==> src/design/mocr_consts.svh <==
`ifndef MOCR_CONSTS_SVH
`define MOCR_CONSTS_SVH

// ************************************************************
// register indices (byte address is four times the index)
// ************************************************************
`define MOCR_IDX_OFFSET    8'h72
`define MOCR_IDX_CONFIG    8'h73
`define MOCR_IDX_AUX       8'h80
`define MOCR_IDX_LO        2
`define MOCR_IDX_HI        9
`define MOCR_ADDR_W        12

// ************************************************************
// reset values
// ************************************************************
`define MOCR_OFFSET_RESET  8'h00
`define MOCR_CONFIG_RESET  8'h00
`define MOCR_AUX_RESET     9'h000

// ************************************************************
// second configuration register fields
// ************************************************************
`define MOCR_CFG_PRES      0
`define MOCR_CFG_FAN_LO    1
`define MOCR_CFG_FAN_HI    3
`define MOCR_CFG_AVG       4
`define MOCR_CFG_ATTENUATOR_BYPASS      5
`define MOCR_CFG_SINGLE_CHANNEL_SAMPLING      6

// ************************************************************
// auxiliary link register fields
// ************************************************************
`define MOCR_AUX_LOCK      0
`define MOCR_AUX_RANGE     1
`define MOCR_AUX_ATT_LO    2
`define MOCR_AUX_ATT_HI    5
`define MOCR_AUX_SEL_LO    6
`define MOCR_AUX_SEL_HI    8

// ************************************************************
// bus answers, measurement limits, timing
// ************************************************************
`define MOCR_RESP_OKAY     2'h0
`define MOCR_RESP_DECERR   2'h3
`define MOCR_MEAS_MAX      10'h3FF
`define MOCR_MEAS_ZERO     10'h000
`define MOCR_AVG_SAMPLES   5'h10
`define MOCR_ONE_SAMPLE    5'h01
`define MOCR_LAST_CHAN     3'h7

`endif

==> src/design/mocr_pkg.sv <==
`include "mocr_consts.svh"

package mocr_pkg;

  // write path of the register slave
  typedef enum logic [1:0] {
    MOCR_WR_COLLECT = 2'h0,
    MOCR_WR_APPLY   = 2'h1,
    MOCR_WR_RESP    = 2'h3
  } mocr_wr_state_t;

  // read path of the register slave
  typedef enum logic {
    MOCR_RD_IDLE = 1'h0,
    MOCR_RD_RESP = 1'h1
  } mocr_rd_state_t;

  // converter input codes
  typedef enum logic [2:0] {
    MOCR_CH_V2P5     = 3'h0,
    MOCR_CH_CORE     = 3'h1,
    MOCR_CH_SUPPLY   = 3'h2,
    MOCR_CH_V5P0     = 3'h3,
    MOCR_CH_V12      = 3'h4,
    MOCR_CH_REMOTE1  = 3'h5,
    MOCR_CH_LOCAL    = 3'h6,
    MOCR_CH_REMOTE2  = 3'h7
  } mocr_chan_t;

endpackage : mocr_pkg

==> src/design/mocr_axil_slave.sv <==
`timescale 1ns/10ps
`default_nettype none
`include "mocr_consts.svh"

module mocr_axil_slave
  import mocr_pkg::*;
(
  // clock and reset
  input  wire logic                   aclk,
  input  wire logic                   aresetn,
  // write address and data
  input  wire logic [`MOCR_ADDR_W-1:0] awaddr,
  input  wire logic                   awvalid,
  output logic                        awready,
  input  wire logic [31:0]            wdata,
  input  wire logic [3:0]             wstrb,
  input  wire logic                   wvalid,
  output logic                        wready,
  // write response
  output logic [1:0]                  bresp,
  output logic                        bvalid,
  input  wire logic                   bready,
  // read address and data
  input  wire logic                   arvalid,
  output logic                        arready,
  output logic [31:0]                 rdata,
  output logic [1:0]                  rresp,
  output logic                        rvalid,
  input  wire logic                   rready,
  // register file side
  output logic                        wr_pulse,
  output logic [`MOCR_ADDR_W-1:0]     wr_addr,
  output logic [31:0]                 wr_data,
  output logic [3:0]                  wr_strb,
  input  wire logic                   wr_hit,
  input  wire logic [31:0]            rd_word,
  input  wire logic                   rd_hit
);

  mocr_wr_state_t             wr_state, next_wr_state;
  mocr_rd_state_t             rd_state, next_rd_state;
  logic                       aw_held, next_aw_held;
  logic                       w_held, next_w_held;
  logic [`MOCR_ADDR_W-1:0]    next_wr_addr;
  logic [31:0]                next_wr_data, next_rdata;
  logic [3:0]                 next_wr_strb;
  logic [1:0]                 next_bresp, next_rresp;

  // address and data may arrive in either order; each is held once taken
  always_comb begin
    next_wr_state = wr_state;
    next_aw_held  = aw_held;
    next_w_held   = w_held;
    next_wr_addr  = wr_addr;
    next_wr_data  = wr_data;
    next_wr_strb  = wr_strb;
    next_bresp    = bresp;
    unique case (wr_state)
      MOCR_WR_COLLECT: begin
        if (awvalid && awready) begin
          next_aw_held = 1'b1;
          next_wr_addr = awaddr;
        end
        if (wvalid && wready) begin
          next_w_held  = 1'b1;
          next_wr_data = wdata;
          next_wr_strb = wstrb;
        end
        if (next_aw_held && next_w_held)
          next_wr_state = MOCR_WR_APPLY;
      end
      MOCR_WR_APPLY: begin
        next_aw_held  = 1'b0;
        next_w_held   = 1'b0;
        next_bresp    = wr_hit ? `MOCR_RESP_OKAY : `MOCR_RESP_DECERR;
        next_wr_state = MOCR_WR_RESP;
      end
      MOCR_WR_RESP: begin
        if (bready)
          next_wr_state = MOCR_WR_COLLECT;
      end
      default: next_wr_state = MOCR_WR_COLLECT;
    endcase
  end

  // read answers one cycle after the address is taken
  always_comb begin
    next_rd_state = rd_state;
    next_rdata    = rdata;
    next_rresp    = rresp;
    unique case (rd_state)
      MOCR_RD_IDLE: begin
        if (arvalid && arready) begin
          next_rdata    = rd_hit ? rd_word : 32'h0000_0000;
          next_rresp    = rd_hit ? `MOCR_RESP_OKAY : `MOCR_RESP_DECERR;
          next_rd_state = MOCR_RD_RESP;
        end
      end
      MOCR_RD_RESP: begin
        if (rready)
          next_rd_state = MOCR_RD_IDLE;
      end
    endcase
  end

  // every handshake output is a flop
  always_ff @(posedge aclk) begin
    if (!aresetn) begin
      wr_state <= MOCR_WR_COLLECT;
      rd_state <= MOCR_RD_IDLE;
      aw_held  <= 1'b0;
      w_held   <= 1'b0;
      wr_addr  <= '0;
      wr_data  <= 32'h0000_0000;
      wr_strb  <= 4'h0;
      bresp    <= `MOCR_RESP_OKAY;
      rdata    <= 32'h0000_0000;
      rresp    <= `MOCR_RESP_OKAY;
      awready  <= 1'b0;
      wready   <= 1'b0;
      arready  <= 1'b0;
      bvalid   <= 1'b0;
      rvalid   <= 1'b0;
      wr_pulse <= 1'b0;
    end else begin
      wr_state <= next_wr_state;
      rd_state <= next_rd_state;
      aw_held  <= next_aw_held;
      w_held   <= next_w_held;
      wr_addr  <= next_wr_addr;
      wr_data  <= next_wr_data;
      wr_strb  <= next_wr_strb;
      bresp    <= next_bresp;
      rdata    <= next_rdata;
      rresp    <= next_rresp;
      awready  <= (next_wr_state == MOCR_WR_COLLECT) && !next_aw_held;
      wready   <= (next_wr_state == MOCR_WR_COLLECT) && !next_w_held;
      arready  <= (next_rd_state == MOCR_RD_IDLE);
      bvalid   <= (next_wr_state == MOCR_WR_RESP);
      rvalid   <= (next_rd_state == MOCR_RD_RESP);
      wr_pulse <= (next_wr_state == MOCR_WR_APPLY);
    end
  end

endmodule : mocr_axil_slave

`default_nettype wire

==> src/design/mocr_chan_select.sv <==
`timescale 1ns/10ps
`default_nettype none
`include "mocr_consts.svh"

module mocr_chan_select
  import mocr_pkg::*;
(
  // clock and reset
  input  wire logic       aclk,
  input  wire logic       aresetn,
  // mode and selection
  input  wire logic       single_mode,
  input  wire logic [2:0] select_code,
  input  wire logic       conversion_done,
  // converter steering
  output mocr_chan_t      chan,
  output logic [7:0]      chan_onehot
);

  logic [2:0] rr_code, next_rr_code;
  mocr_chan_t next_chan;
  logic [7:0] next_onehot;

  // round robin walks all eight inputs; single mode pins one of them
  always_comb begin
    next_rr_code = rr_code;
    if (conversion_done)
      next_rr_code = (rr_code == `MOCR_LAST_CHAN) ? 3'h0 : rr_code + 3'h1;
    next_chan = single_mode ? mocr_chan_t'(select_code)
                            : mocr_chan_t'(next_rr_code);
  end

  // one enable line per converter input
  genvar gi;
  generate
    for (gi = 0; gi < 8; gi++) begin : g_onehot
      assign next_onehot[gi] = (next_chan == mocr_chan_t'(gi));
    end
  endgenerate

  always_ff @(posedge aclk) begin
    if (!aresetn) begin
      rr_code     <= 3'h0;
      chan        <= MOCR_CH_V2P5;
      chan_onehot <= 8'h01;
    end else begin
      rr_code     <= next_rr_code;
      chan        <= next_chan;
      chan_onehot <= next_onehot;
    end
  end

endmodule : mocr_chan_select

`default_nettype wire

==> src/design/mocr_top.sv <==
// Implementation choice: the AXI4-Lite register port.
`timescale 1ns/10ps
`default_nettype none
`include "mocr_consts.svh"

// ************************************************************
// offset and second configuration registers of the monitor
// ************************************************************

module mocr_top
  import mocr_pkg::*;
(
  // clock and reset
  input  wire logic                    aclk,
  input  wire logic                    aresetn,
  // axi4-lite write address
  input  wire logic [`MOCR_ADDR_W-1:0] awaddr,
  input  wire logic [2:0]              awprot,
  input  wire logic                    awvalid,
  output logic                         awready,
  // axi4-lite write data
  input  wire logic [31:0]             wdata,
  input  wire logic [3:0]              wstrb,
  input  wire logic                    wvalid,
  output logic                         wready,
  // axi4-lite write response
  output logic [1:0]                   bresp,
  output logic                         bvalid,
  input  wire logic                    bready,
  // axi4-lite read address
  input  wire logic [`MOCR_ADDR_W-1:0] araddr,
  input  wire logic [2:0]              arprot,
  input  wire logic                    arvalid,
  output logic                         arready,
  // axi4-lite read data
  output logic [31:0]                  rdata,
  output logic [1:0]                   rresp,
  output logic                         rvalid,
  input  wire logic                    rready,
  // four-wire sense pins of the three tachometer inputs
  input  wire logic [2:0]              tach_four_wire_sense,
  // remote two measurement from the converter
  input  wire logic [9:0]              remote_two_raw,
  input  wire logic                    remote_two_raw_valid,
  input  wire logic                    conversion_done,
  // corrected remote two measurement
  output logic [9:0]                   remote_two_corrected,
  output logic                         remote_two_corrected_valid,
  // converter and front-end control
  output logic                         averaging_off,
  output logic [4:0]                   samples_per_result,
  output logic [3:0]                   attenuator_bypass,
  output logic                         single_channel_sampling,
  output mocr_chan_t                   adc_channel,
  output logic [7:0]                   adc_channel_onehot
);

  // ************************************************************
  // register bus slave
  // ************************************************************

  logic                     wr_pulse;
  logic [`MOCR_ADDR_W-1:0]  wr_addr;
  logic [31:0]              wr_data;
  logic [3:0]               wr_strb;
  logic                     wr_hit;
  logic [31:0]              rd_word;
  logic                     rd_hit;
  logic [7:0]               wr_index;
  logic [7:0]               rd_index;

  mocr_axil_slave u_slave (
    .aclk     (aclk),
    .aresetn  (aresetn),
    .awaddr   (awaddr),
    .awvalid  (awvalid),
    .awready  (awready),
    .wdata    (wdata),
    .wstrb    (wstrb),
    .wvalid   (wvalid),
    .wready   (wready),
    .bresp    (bresp),
    .bvalid   (bvalid),
    .bready   (bready),
    .arvalid  (arvalid),
    .arready  (arready),
    .rdata    (rdata),
    .rresp    (rresp),
    .rvalid   (rvalid),
    .rready   (rready),
    .wr_pulse (wr_pulse),
    .wr_addr  (wr_addr),
    .wr_data  (wr_data),
    .wr_strb  (wr_strb),
    .wr_hit   (wr_hit),
    .rd_word  (rd_word),
    .rd_hit   (rd_hit)
  );

  // protection attributes carry no meaning for this bank
  logic prot_unused;
  assign prot_unused = ^{awprot, arprot};

  // word index; the low two address bits are ignored
  assign wr_index = wr_addr[`MOCR_IDX_HI:`MOCR_IDX_LO];
  assign rd_index = araddr[`MOCR_IDX_HI:`MOCR_IDX_LO];

  // decode of the three mapped words; upper address bits must be zero
  assign wr_hit = (wr_addr[`MOCR_ADDR_W-1:`MOCR_IDX_HI+1] == '0)
                && ((wr_index == `MOCR_IDX_OFFSET)
                 || (wr_index == `MOCR_IDX_CONFIG)
                 || (wr_index == `MOCR_IDX_AUX));
  assign rd_hit = (araddr[`MOCR_ADDR_W-1:`MOCR_IDX_HI+1] == '0)
                && ((rd_index == `MOCR_IDX_OFFSET)
                 || (rd_index == `MOCR_IDX_CONFIG)
                 || (rd_index == `MOCR_IDX_AUX));

  // ************************************************************
  // register state
  // ************************************************************

  logic [7:0] remote_two_temp_offset, next_offset;
  logic       fan_presence_sense_enable, next_pres_en;
  logic       next_avg_off, next_attenuator_bypass, next_single;
  logic [8:0] aux_control, next_aux;
  logic [2:0] fan_seen, next_fan_seen;
  logic       attenuator_bypass_all;
  logic       locked;
  // a literal cannot be bit-selected, so the reset word gets a name here
  localparam logic [7:0] CFG_RST = `MOCR_CONFIG_RESET;
  logic       wr_offset, wr_config, wr_aux;

  assign locked    = aux_control[`MOCR_AUX_LOCK];
  assign wr_offset = wr_pulse && wr_strb[0] && (wr_index == `MOCR_IDX_OFFSET);
  assign wr_config = wr_pulse && wr_strb[0] && (wr_index == `MOCR_IDX_CONFIG);
  assign wr_aux    = wr_pulse && (wr_index == `MOCR_IDX_AUX);

  // next values of the software registers
  always_comb begin
    next_offset  = remote_two_temp_offset;
    next_pres_en = fan_presence_sense_enable;
    next_avg_off = averaging_off;
    next_attenuator_bypass    = attenuator_bypass_all;
    next_single  = single_channel_sampling;
    next_aux     = aux_control;
    if (wr_offset && !locked)
      next_offset = wr_data[7:0];
    // flags 3..1 and the spare top bit are not stored by a write
    if (wr_config && !locked) begin
      next_pres_en = wr_data[`MOCR_CFG_PRES];
      next_avg_off = wr_data[`MOCR_CFG_AVG];
      next_attenuator_bypass    = wr_data[`MOCR_CFG_ATTENUATOR_BYPASS];
      next_single  = wr_data[`MOCR_CFG_SINGLE_CHANNEL_SAMPLING];
    end
    if (wr_aux) begin
      if (wr_strb[0])
        next_aux[7:0] = wr_data[7:0];
      if (wr_strb[1])
        next_aux[8] = wr_data[8];
      // lock is sticky: only reset opens the bank again
      if (locked)
        next_aux[`MOCR_AUX_LOCK] = 1'b1;
    end
  end

  // reset clears all three registers to zero
  always_ff @(posedge aclk) begin
    if (!aresetn) begin
      remote_two_temp_offset    <= `MOCR_OFFSET_RESET;
      fan_presence_sense_enable <= CFG_RST[`MOCR_CFG_PRES];
      averaging_off             <= CFG_RST[`MOCR_CFG_AVG];
      attenuator_bypass_all     <= CFG_RST[`MOCR_CFG_ATTENUATOR_BYPASS];
      single_channel_sampling   <= CFG_RST[`MOCR_CFG_SINGLE_CHANNEL_SAMPLING];
      aux_control               <= `MOCR_AUX_RESET;
    end else begin
      remote_two_temp_offset    <= next_offset;
      fan_presence_sense_enable <= next_pres_en;
      averaging_off             <= next_avg_off;
      attenuator_bypass_all     <= next_attenuator_bypass;
      single_channel_sampling   <= next_single;
      aux_control               <= next_aux;
    end
  end

  // ************************************************************
  // fan presence sensing
  // ************************************************************

  logic [2:0] sense_meta, sense_sync;

  // sense pins are asynchronous; two flops before any use
  always_ff @(posedge aclk) begin
    if (!aresetn) begin
      sense_meta <= 3'h0;
      sense_sync <= 3'h0;
    end else begin
      sense_meta <= tach_four_wire_sense;
      sense_sync <= sense_meta;
    end
  end

  // flags read zero while sensing is disabled
  always_comb begin
    next_fan_seen = fan_presence_sense_enable ? sense_sync : 3'h0;
  end

  always_ff @(posedge aclk) begin
    if (!aresetn)
      fan_seen <= 3'h0;
    else
      fan_seen <= next_fan_seen;
  end

  // ************************************************************
  // read word
  // ************************************************************

  logic [7:0] config_word;

  // bit order: spare, single, bypass, avg off, fans three..one, enable
  assign config_word = {1'b0, single_channel_sampling, attenuator_bypass_all,
                        averaging_off, fan_seen,
                        fan_presence_sense_enable};

  always_comb begin
    rd_word = 32'h0000_0000;
    if (rd_index == `MOCR_IDX_OFFSET)
      rd_word[7:0] = remote_two_temp_offset;
    else if (rd_index == `MOCR_IDX_CONFIG)
      rd_word[7:0] = config_word;
    else if (rd_index == `MOCR_IDX_AUX)
      rd_word[8:0] = aux_control;
  end

  // ************************************************************
  // remote two offset correction
  // ************************************************************

  logic signed [11:0] raw_ext, offset_ext, next_sum;
  logic [9:0]         next_corrected;
  logic [7:0]         ofs;

  assign ofs = remote_two_temp_offset;

  // readings carry two fraction bits; the offset is either whole
  // degrees (extended range) or half degrees (fine resolution)
  always_comb begin
    raw_ext = signed'({2'h0, remote_two_raw});
    if (aux_control[`MOCR_AUX_RANGE])
      offset_ext = signed'({{2{ofs[7]}}, ofs, 2'h0});
    else
      offset_ext = signed'({{3{ofs[7]}}, ofs, 1'h0});
    next_sum = raw_ext + offset_ext;
    // clamp rather than wrap so a large offset cannot fold the reading
    if (next_sum[11])
      next_corrected = `MOCR_MEAS_ZERO;
    else if (next_sum[10])
      next_corrected = `MOCR_MEAS_MAX;
    else
      next_corrected = next_sum[9:0];
  end

  always_ff @(posedge aclk) begin
    if (!aresetn) begin
      remote_two_corrected       <= `MOCR_MEAS_ZERO;
      remote_two_corrected_valid <= 1'b0;
    end else begin
      if (remote_two_raw_valid)
        remote_two_corrected <= next_corrected;
      remote_two_corrected_valid <= remote_two_raw_valid;
    end
  end

  // ************************************************************
  // converter front-end control
  // ************************************************************

  logic [4:0] next_samples;
  logic [3:0] next_bypass;

  // bypass order: 2.5 V, core, 5.0 V, 12 V; supply input is never attenuated
  always_comb begin
    next_samples = averaging_off ? `MOCR_ONE_SAMPLE
                                 : `MOCR_AVG_SAMPLES;
    next_bypass  = {4{attenuator_bypass_all}}
                 | aux_control[`MOCR_AUX_ATT_HI:`MOCR_AUX_ATT_LO];
  end

  always_ff @(posedge aclk) begin
    if (!aresetn) begin
      samples_per_result <= `MOCR_AVG_SAMPLES;
      attenuator_bypass  <= 4'h0;
    end else begin
      samples_per_result <= next_samples;
      attenuator_bypass  <= next_bypass;
    end
  end

  // input selection, round robin or single channel
  mocr_chan_select u_chan (
    .aclk            (aclk),
    .aresetn         (aresetn),
    .single_mode     (single_channel_sampling),
    .select_code     (aux_control[`MOCR_AUX_SEL_HI:`MOCR_AUX_SEL_LO]),
    .conversion_done (conversion_done),
    .chan            (adc_channel),
    .chan_onehot     (adc_channel_onehot)
  );

endmodule : mocr_top

`default_nettype wire

==> config.mk <==
export PLATFORM = sky130hd
export DESIGN_NAME = mocr_top
export DESIGN_NICKNAME = d
export VERILOG_FILES = /design/src/design/mocr_pkg.sv /design/src/design/mocr_axil_slave.sv /design/src/design/mocr_chan_select.sv /design/src/design/mocr_top.sv
export VERILOG_INCLUDE_DIRS = /design/src /design/src/design
export SDC_FILE = /design/constraint.sdc
export NUM_CORES = 1
export LEC_CHECK = 0
export ABC_AREA = 1
export BUFFER_PORTS_ARGS = -buffer_cell sky130_fd_sc_hd__buf_2
export CAP_MARGIN = 10
export CORE_MARGIN = 3
export CORE_UTILIZATION = 52
export CTS_BUF_LIST = sky130_fd_sc_hd__clkbuf_8
export CTS_CLUSTER_DIAMETER = 100
export DETAILED_ROUTE_END_ITERATION = 7
export PLACE_DENSITY = 0.84
export RECOVER_POWER = 50
export SYNTH_ARGS = -nofsm -noshare
export SYNTH_HDL_FRONTEND = slang
export SYNTH_SLANG_ARGS = --single-unit
==> constraint.sdc <==
create_clock -name aclk -period 2.94 [get_ports aclk]
set_clock_uncertainty 0.05 [all_clocks]
set_input_delay 0.588 -clock aclk [delete_from_list [all_inputs] [get_ports aclk]]
set_output_delay 0.588 -clock aclk [all_outputs]
set_load 0.01 [all_outputs]
==> After elaboration in Yosys (flattened, before gate mapping) <==
Cells that the tools add are included.
{ "word_totals": {"ff_bits": 133, "inputBits": 88, "output_inout_bits": 74, "wordCells": 119} }
{ "classes": {"n_addsub": 2, "n_eq_ne": 18, "n_mux": 29, "bitwise_logic": 3, "reduce_logical": 34} }
{ "op_table": {"columns": ["op", "n"], "rows": [
  ["$eq 8x7->1 const B", 4],
  ["$mux 9", 3],
  ["$mux 10", 2],
  ["$eq 8x8->1 const B", 2],
  ["$mux 8", 2],
  ["$eq 3x3->1 const B", 5],
  ["$logic_and 1x1->1", 14],
  ["$reduce_and 2->1", 7],
  ["$add 11x10->12", 1],
  ["$mux 1", 10],
  ["$mux 3", 3],
  ["$logic_not 2->1", 4],
  ["$mux 2", 4],
  ["$eq 3x2->1 const B", 2],
  ["$pmux 1 s2", 3],
  ["$pmux 2 s3", 1],
  ["$mux 5", 1],
  ["$eq 2x1->1 const B", 2],
  ["$eq 2x2->1 const B", 2],
  ["$logic_or 1x1->1", 4],
  ["$or 4x4->4", 1],
  ["$add 3x1->3 const B", 1],
  ["$eq 3x1->1 const B", 1],
  ["$logic_not 1->1", 3],
  ["other kinds (3)", 4]
]} }

==> Depth between registers and ports, before layout <==
Gate-level depths: netlist of the first run.
{ "depth": {"ltp_word": 8, "mapped_depth": 15, "mapped_depth_nobuf": 15} }

==> Hierarchy <==
From an unflattened synthesis of the first run, not the netlist that was laid out.
{ "hier_totals": {"hier_cells": 849, "area_unflattened_um2": 6392.4} }
{ "modules_own_cells": {"columns": ["module", "n_inst", "cells_per_inst", "area_each_um2"], "rows": [
  ["mocr_axil_slave", 1, 410, 3319.4],
  ["mocr_top", 1, 378, 2572.5],
  ["mocr_chan_select", 1, 61, 500.5]
]} }

==> Worst setup path after synthesis of the first run <==
OpenSTA, ideal clock, no wires.
{ "synth_timing": {"path_kind": "register to register", "startpoint": "register aux_control[1]", "endpoint": "register remote_two_corrected[1]", "setup_time_ns": 0.068, "t_arrival_ns": 1.935, "required_ns": 2.822, "slack_ns": 0.887, "stages_incl_launch_ff": 15, "cell_sequence": "dfxtp_1 clkbuf_1 o21ai_0 ha_1 nand2_1 nand2_1 inv_2 nand2_1 nand2_1 nand3_1 nand2_1 inv_1 nor2_8 nand2_1 a21oi_2"} }
{ "synth_between": {"elab_chain_len": 4} }
{ "synth_rtl": {"columns": ["element", "line_no", "source"], "rows": [
  ["start: declaration", "mocr_top.sv:125", "logic [8:0] aux_control, next_aux;"],
  ["start signal: assignment", "mocr_top.sv:174", "aux_control <= `MOCR_AUX_RESET;"],
  ["start signal: assignment", "mocr_top.sv:181", "aux_control <= next_aux;"],
  ["$mux 9 (*)", "mocr_top.sv:249", "if (aux_control[`MOCR_AUX_RANGE])"],
  ["$add 11x10->12 (*)", "mocr_top.sv:253", "next_sum = raw_ext + offset_ext;"],
  ["$mux 10", "mocr_top.sv:257", "else if (next_sum[10])"],
  ["$mux 10 (*)", "mocr_top.sv:255", "if (next_sum[11])"],
  ["end signal: assignment", "mocr_top.sv:265", "remote_two_corrected <= `MOCR_MEAS_ZERO;"],
  ["end signal: assignment", "mocr_top.sv:269", "remote_two_corrected <= next_corrected;"],
  ["end: declaration", "mocr_top.sv:47", "output logic [9:0] remote_two_corrected,"]
]} }
Every way passes the cells marked *; elsewhere a longest branch is shown, timed or not.
A chain may end at the register's enable or synchronous reset.

==> Final worst setup path of the first run <==
{ "layout_timing": {"startpoint": "register aux_control[1]", "endpoint": "register remote_two_corrected[3]"} }
Same word-level chain as after synthesis.

==> results of run 1 <==
## per-layer routing
layer | up-vias | wire, um
met2 | 133 | 4820
met5 | - | 0
li1 | 2181 | -
met1 | 1851 | 4430
met3 | 13 | 757
met4 | 0 | 110
## kinds of logic (layout without fill, tap and decap cells)
family	Yosys count	after routing
other cells	1	26
fa+ha+maj	13	13
mux	1	1
compound gates	106	106
buf+inv	124	199
xor+xnor	3	3
simple gates	295	295
flops	103	103
## power by group through the flow
stage	clock network (mW)	registers [mW]	logic, mW
floorplan	0	1.56	0.262
global placement	0	1.56	0.347
detailed placement	0	1.56	0.358
CTS	0.845	1.53	0.360
global route	0.916	1.54	0.406
finish	0.835	1.53	0.352
## registers in the layout (all words and copies together) (netlist names), 2 cells and up
signal                cells
attenuator_bypass         4
u_slave.rdata             9
sense_meta                3
sense_sync                3
u_slave.wr_strb           2
aux_control               9
fan_seen                  3
u_chan.chan               3
u_slave.wr_data           9
u_slave.wr_state          2
ofs                       8
u_chan.chan_onehot        8
u_chan.rr_code            3
remote_two_corrected     10
samples_per_result        2
u_slave.wr_addr          10
## cell type report
| type | count | area (um2) | area share, % |
|---|---|---|---|
| clock inverters | 7 | 63.8 | 1.20 |
| repair buffers | 103 | 465 | 8.76 |
| inverters | 80 | 302 | 5.68 |
| flip-flops and latches | 103 | 2060 | 38.8 |
| clock buffers | 9 | 124 | 2.33 |
| multi-input cells | 444 | 2160 | 40.7 |
| well taps | 108 | 135 | 2.54 |
## worst max-delay path, stage by stage, from the launching register on
cell	delay (ns)
sky130_fd_sc_hd__dfxtp_1	0.62
sky130_fd_sc_hd__o21ai_0	0.22
sky130_fd_sc_hd__ha_1	0.40
sky130_fd_sc_hd__nand2_1	0.09
sky130_fd_sc_hd__nand2_1	0.08
sky130_fd_sc_hd__a21oi_2	0.19
sky130_fd_sc_hd__nand4_2	0.26
sky130_fd_sc_hd__nand3_1	0.17
sky130_fd_sc_hd__nand2_1	0.06
sky130_fd_sc_hd__a21oi_1	0.13
## metrics by stage
stage | hold slack, ns | setup slack [ns]
final | 0.353 | 0.603
after detailed placement | 0.353 | 0.595
after floorplan | 0.340 | 0.887
after global routing | 0.365 | 0.330
after CTS | 0.346 | 0.576
after global placement | 0.353 | 0.676
## Yosys cell counts, types with 2 or more instances
master and number:
sky130_fd_sc_hd__nand2_2 6, sky130_fd_sc_hd__inv_1 74, sky130_fd_sc_hd__nor3_1 5, sky130_fd_sc_hd__nor4_1 2, sky130_fd_sc_hd__clkbuf_1 10, sky130_fd_sc_hd__a21oi_2 4
sky130_fd_sc_hd__nand2_1 131, sky130_fd_sc_hd__buf_2 3, sky130_fd_sc_hd__nor2_1 93, sky130_fd_sc_hd__o21ai_0 52, sky130_fd_sc_hd__buf_1 2, sky130_fd_sc_hd__dfxtp_1 103
sky130_fd_sc_hd__o21ai_1 4, sky130_fd_sc_hd__buf_4 28, sky130_fd_sc_hd__a21oi_1 41, sky130_fd_sc_hd__ha_1 12, sky130_fd_sc_hd__nand3b_1 4, sky130_fd_sc_hd__inv_2 4
sky130_fd_sc_hd__xnor2_1 2, sky130_fd_sc_hd__nand3_1 34, sky130_fd_sc_hd__nor2_2 5, sky130_fd_sc_hd__nand4_1 2
## worst max-delay path by stage
stage / start / end / slack [ns] / cells after the start
final: aux_control[1]$_SDFFE_PN0P_ / remote_two_corrected[3]$_SDFFE_PN0P_ / 0.60 / 9
after global routing: aux_control[1]$_SDFFE_PN0P_ / remote_two_corrected[9]$_SDFFE_PN0P_ / 0.33 / 9
after CTS: aux_control[1]$_SDFFE_PN0P_ / remote_two_corrected[9]$_SDFFE_PN0P_ / 0.58 / 9
after detailed placement: aux_control[1]$_SDFFE_PN0P_ / remote_two_corrected[9]$_SDFFE_PN0P_ / 0.60 / 9
after global placement: aux_control[1]$_SDFFE_PN0P_ / remote_two_corrected[1]$_SDFFE_PN0P_ / 0.68 / 9
after floorplan: aux_control[1]$_SDFFE_PN0P_ / remote_two_corrected[1]$_SDFFE_PN0P_ / 0.89 / 14
==> results by group, run 1 <==
Synthesis
  • Synthesized-area fraction occupied by xor and xnor cells: 0.556%
  • Dominant combinational cell family by area after synthesis: simple AND/OR/NAND/NOR gates
  • Top FF cell, synth: sky130_fd_sc_hd__dfxtp_1
  • Async set or reset register ratio after synthesis: 0%
  • Synth Area in Compound Gates: 11.8%
  • Simple logic cell fraction of the synthesized area: 27.8%
  • Mean cell area of the mapped netlist: 7.31 um2
  • Cell Area, Synth: 4720 um2
  • Ys Warns: 0
  • Cell type with the largest total area after synthesis: sky130_fd_sc_hd__dfxtp_1
  • Number of distinct standard cells referenced by the synthesized netlist: 47
  • #FFs+latches synth: 103
  • Post-synthesis adder-cell area fraction: 3.60%
  • Leading post-synthesis cells by cell area: sky130_fd_sc_hd__dfxtp_1, sky130_fd_sc_hd__nand2_1, sky130_fd_sc_hd__nor2_1
  • Sequential area share after synthesis: 43.7%
  • Number of flops mapped to enable cells by yosys: 0
  • Share of Yosys cell area claimed by the top area cell type: 43.7%
  • Post-synthesis cell count: 646
  • Multiplexer area fraction after synthesis: 0.212%

Floorplanning
  • Die height: 101 um
  • Area of the die: 10300 um2
  • Core ar.: 8760 um2
  • Row count: 34
  • Initial core utilization: 53.9%
  • Boundary pin count: 162
  • X dimension of the die: 101 um

Power and ir drop
  • Design Power: 2.72 mW
  • Relative contribution of sequential cells to total power: 56.3%
  • Switching power of the nets: 0.786 mW
  • Part of the total power dissipated in the clock network: 30.7%
  • Cell leakage power: 2.51 nW
  • Comb pwr share: 13.0%
  • Ratio of total power to cell area: 511 nW/um2
  • Pint: 1.93 mW
  • Worst vdd rail ir drop: 0.000432 V
  • Fraction of power spent switching nets: 28.9%

Timing
  • Max Fclk: 0.428 GHz
  • Setup Total Neg Slack: 0 ns
  • Crit share post-route: 79.5%
  • Post-layout min period: 2.34 ns
  • Relative slew margins: -23.1%
  • Worst slew pin tran: 1.85 ns
  • Setup violations, final: 0
  • Final Hold Violating Endpoints: 0
  • Max-slew violation total from the final report: 54
  • Unrepaired setup endpoints after global routing: false

GRT
  • Antenna violations before repair: 0
  • Met2 global-route usage: 34.7%
  • Aggregate global routing overflow: 0
  • Global Route met3 Usage: 5.51%
  • Total GRT Usage: 19.9%
  • Most used routing layer in global routing: met2
  • Met1 Use GR: 24.4%
  • Largest net degree at the start of global routing: 54
  • First-pass GRT wire length: 16.7 mm
  • Via count of the first global-routing pass: 3888

Min path
  • Cell count of the worst hold path: 3
  • Min-delay src: tach_four_wire_sense[0]
  • HP Class: input port to flop
  • Endpoint of the worst hold-timing path: sense_meta[0]$_SDFF_PN0_

Clock network
  • PostCTS Resize Cnt: 0
  • Sinks on Clock Net: 103
  • Number of hold-repair buffers added at the cts stage: 0
  • Clock-pin transition on the worst setup and hold timing paths: 0.10 ns
  • Clock Tree Root: sky130_fd_sc_hd__clkbuf_8
  • Source-to-sink clock delay at the later pin of the worst-skew pair: 0.37 ns
  • Post-CTS setup repair buffer count: 0
  • CTS tree: done
  • CTS H-Tree Depth: 3
  • Maximum buffer depth of the clock tree: 2
  • Num CTS Buffers: 9

Critical path
  • WP data required: 3.18 ns
  • FF-to-FF path depth: 9
  • Top fanout value on the critical path: 17
  • Critical R2R Launch: aux_control[1]$_SDFFE_PN0P_
  • Capturing element type of the critical path: flop
  • Worst setup path class: flop to flop
  • Endpoint arrival time on the critical path: 2.57 ns
  • Reg2Reg Setup Slack: 0.60 ns
  • Critical path startpoint category: flop
  • RR Endpoint: remote_two_corrected[3]$_SDFFE_PN0P_

Placed design
  • Placed Instances: 838
  • GPL Wtd Cong: 0.866
  • Placement-stage cell area: 5190 um2
  • PortBufs: 100
  • DPL Wire Length: 7.86 mm

Route
  • DR WL/cell: 11.8 um
  • Count of antenna-violating nets left after detailed routing: 0
  • Residual DRC: 0
  • Vias after detailed routing: 4178
  • First-iteration detailed-routing DRC count: 146
  • Vias per Instance: 4.89
  • DRT Pass-1 Iters: 5
  • Drt total wl: 10.1 mm

Cells and area
  • Non-Filler Cell Area, Final: 5310 um2
  • Number of fill cells: 857
  • Inserted Diodes: 0
  • Share of post-route cells with drive strength above 1: 14.3%
  • Growth of design area from synthesis to finish: 12.5%
  • Commonest non-fill, non-tap cell in the layout: sky130_fd_sc_hd__nand2_1
  • Post-route core utilization: 60.6%
  • Non-Filler Instances: 854
  • Number of nets in the finished design: 842
  • Most used cells in the layout excluding fill and tap cells: sky130_fd_sc_hd__nand2_1, sky130_fd_sc_hd__dfxtp_1, sky130_fd_sc_hd__nor2_1, sky130_fd_sc_hd__inv_1, sky130_fd_sc_hd__buf_2

Status
  • Failing checks: max-capacitance violations, max-slew violations
  • Outcome: finished, violations left

Job
  • Max-capacitance violation count: 1
Power figures use the tool's default switching activity.
==> run 2: changes to the inputs <==
Clock period 2.94 ns to 2.35 ns, I/O delays scaled along.
==> results by group, run 2 (synthesis gave the netlist of run 1 again) <==
Route
  • DRT Pass-1 Iters: 4
  • Vias per Instance: 4.90
  • Drt total wl: 10.2 mm
  • First-iteration detailed-routing DRC count: 142
  • Vias after detailed routing: 4201
  • Count of antenna-violating nets left after detailed routing: 0
  • DR WL/cell: 11.9 um
  • Residual DRC: 0

GRT
  • Via count of the first global-routing pass: 3898
  • Antenna violations before repair: 0
  • Largest net degree at the start of global routing: 54
  • Met2 global-route usage: 35.3%
  • Most used routing layer in global routing: met2
  • First-pass GRT wire length: 16.6 mm
  • Aggregate global routing overflow: 0
  • Global Route met3 Usage: 5.85%
  • Total GRT Usage: 19.9%
  • Met1 Use GR: 23.4%

Timing
  • Worst slew pin tran: 0.876 ns
  • Unrepaired setup endpoints after global routing: false
  • Final Hold Violating Endpoints: 0
  • Post-layout min period: 2.10 ns
  • Setup violations, final: 0
  • Relative slew margins: 41.6%
  • Max-slew violation total from the final report: 0
  • Setup Total Neg Slack: 0 ns
  • Max Fclk: 0.476 GHz
  • Setup WS post-layout: 0.248 ns
  • Worst hold-check slack: 0.238 ns
  • Crit share post-route: 89.4%

Clock network
  • Sinks on Clock Net: 103
  • Clock-pin transition on the worst setup and hold timing paths: 0.10 ns
  • Maximum buffer depth of the clock tree: 2
  • CTS H-Tree Depth: 3
  • CTS tree: done
  • Clock Tree Root: sky130_fd_sc_hd__clkbuf_8
  • Num CTS Buffers: 9
  • Source-to-sink clock delay at the later pin of the worst-skew pair: 0.37 ns

Floorplanning
  • Area of the die: 10300 um2
  • Core ar.: 8760 um2
  • X dimension of the die: 101 um
  • Die height: 101 um
  • Boundary pin count: 162
  • Initial core utilization: 53.9%
  • Row count: 34

Critical path
  • Critical path origin: aux_control[1]$_SDFFE_PN0P_
  • WP data required: 2.61 ns
  • Combined buffer and inverter count along the critical path: 0
  • Cell family contributing the most delay on the critical path: simple AND/OR/NAND/NOR gates
  • Critical path startpoint category: flop
  • Critical R2R Launch: aux_control[1]$_SDFFE_PN0P_
  • Top fanout value on the critical path: 17
  • Capturing element type of the critical path: flop
  • Cells along the critical path: o21ai_0, ha_1, nand2_1, nand2_1, a21oi_2, nand4_2, nand3b_1, nand2_1, a21oi_1
  • Worst setup path class: flop to flop
  • Largest stage delay on the critical path: 0.49 ns
  • CP max-delay cell: sky130_fd_sc_hd__dfxtp_2
  • Most numerous cell on the critical path: sky130_fd_sc_hd__nand2_1
  • Endpoint arrival time on the critical path: 2.36 ns

Cells and area
  • Registers with the highest flip-flop counts: remote_two_corrected x10, u_slave.wr_addr x10
  • Share of post-route cells with drive strength above 1: 14.0%
  • Non-Filler Cell Area, Final: 5370 um2
  • Post-route core utilization: 61.3%
  • Number of nets in the finished design: 845
  • Most used cells in the layout excluding fill and tap cells: sky130_fd_sc_hd__nand2_1, sky130_fd_sc_hd__dfxtp_1, sky130_fd_sc_hd__nor2_1, sky130_fd_sc_hd__inv_1, sky130_fd_sc_hd__buf_2
  • Growth of design area from synthesis to finish: 13.7%
  • Non-Filler Instances: 857
  • Commonest non-fill, non-tap cell in the layout: sky130_fd_sc_hd__nand2_1
  • Inserted Diodes: 0

Power and ir drop
  • Pint: 2.51 mW
  • Fraction of power spent switching nets: 27.8%
  • Relative contribution of sequential cells to total power: 55.1%
  • Design Power: 3.48 mW
  • Cell leakage power: 2.51 nW
  • Comb pwr share: 12.8%
  • Ratio of total power to cell area: 648 nW/um2
  • Worst vdd rail ir drop: 0.000395 V
  • Switching power of the nets: 0.968 mW
  • Part of the total power dissipated in the clock network: 32.1%

Placed design
  • Placed Instances: 841
  • PortBufs: 100
  • DP Worst Slack: 0.0504 ns
  • Placement-stage cell area: 5230 um2
  • DPL Wire Length: 7.92 mm
  • GPL Wtd Cong: 0.864

Job
  • Max-capacitance violation count: 0

Status
  • Outcome: complete, no violations

Min path
  • Min-delay src: tach_four_wire_sense[0]
  • HP Class: input port to flop
-- run 2: tightest hold or removal path: stages --
cell and delay (ns):
sky130_fd_sc_hd__buf_2 0.08, sky130_fd_sc_hd__nand2_1 0.04, sky130_fd_sc_hd__inv_1 0.04
-- run 2: per-layer routing --
layer	share of wire [%]	vias to the layer above
li1	-	2191
met1	42	1867
met2	49	127
met3	7.5	16
met4	1.4	0
met5	0	-
-- run 2: final timing paths --
path / end / slack (ns) / depth (start not counted)
worst min-delay path: sense_meta[0]$_SDFF_PN0_ / 0.24 / 3
worst min register to register: fan_seen[2]$_SDFF_PN0_ / 0.36 / 2
worst max register to register: remote_two_corrected[0]$_SDFFE_PN0P_ / 0.25 / 9
worst max-delay path: remote_two_corrected[0]$_SDFFE_PN0P_ / 0.25 / 9
-- run 2: power by group through the flow --
stage          Sequential, mW  Clock (mW)  Combinational (mW)
2_1_floorplan            1.95           0               0.328
3_3_place_gp             1.95           0               0.439
3_5_place_dp             1.95           0               0.455
4_1_cts                  1.91        1.14               0.459
5_1_grt                  1.93        1.21               0.514
6_report                 1.91        1.12               0.446
-- run 2: timing repair --
| action | 4_1_cts | 5_1_grt |
|---|---|---|
| hold buffers | 0 | 0 |
| setup buffers | 0 | 0 |
| gates resized for setup | 0 | 1 |
| setup endpoints to repair | 0 | 10 |
-- run 2: layout make-up --
cell class	instances	area [um2]
repair buffers	106	493
flip-flops and latches	103	2060
fillers	832	3390
inverters	80	302
multi-input cells	444	2170
clock inverters	7	81.3
well taps	108	135
clock buffers	9	124
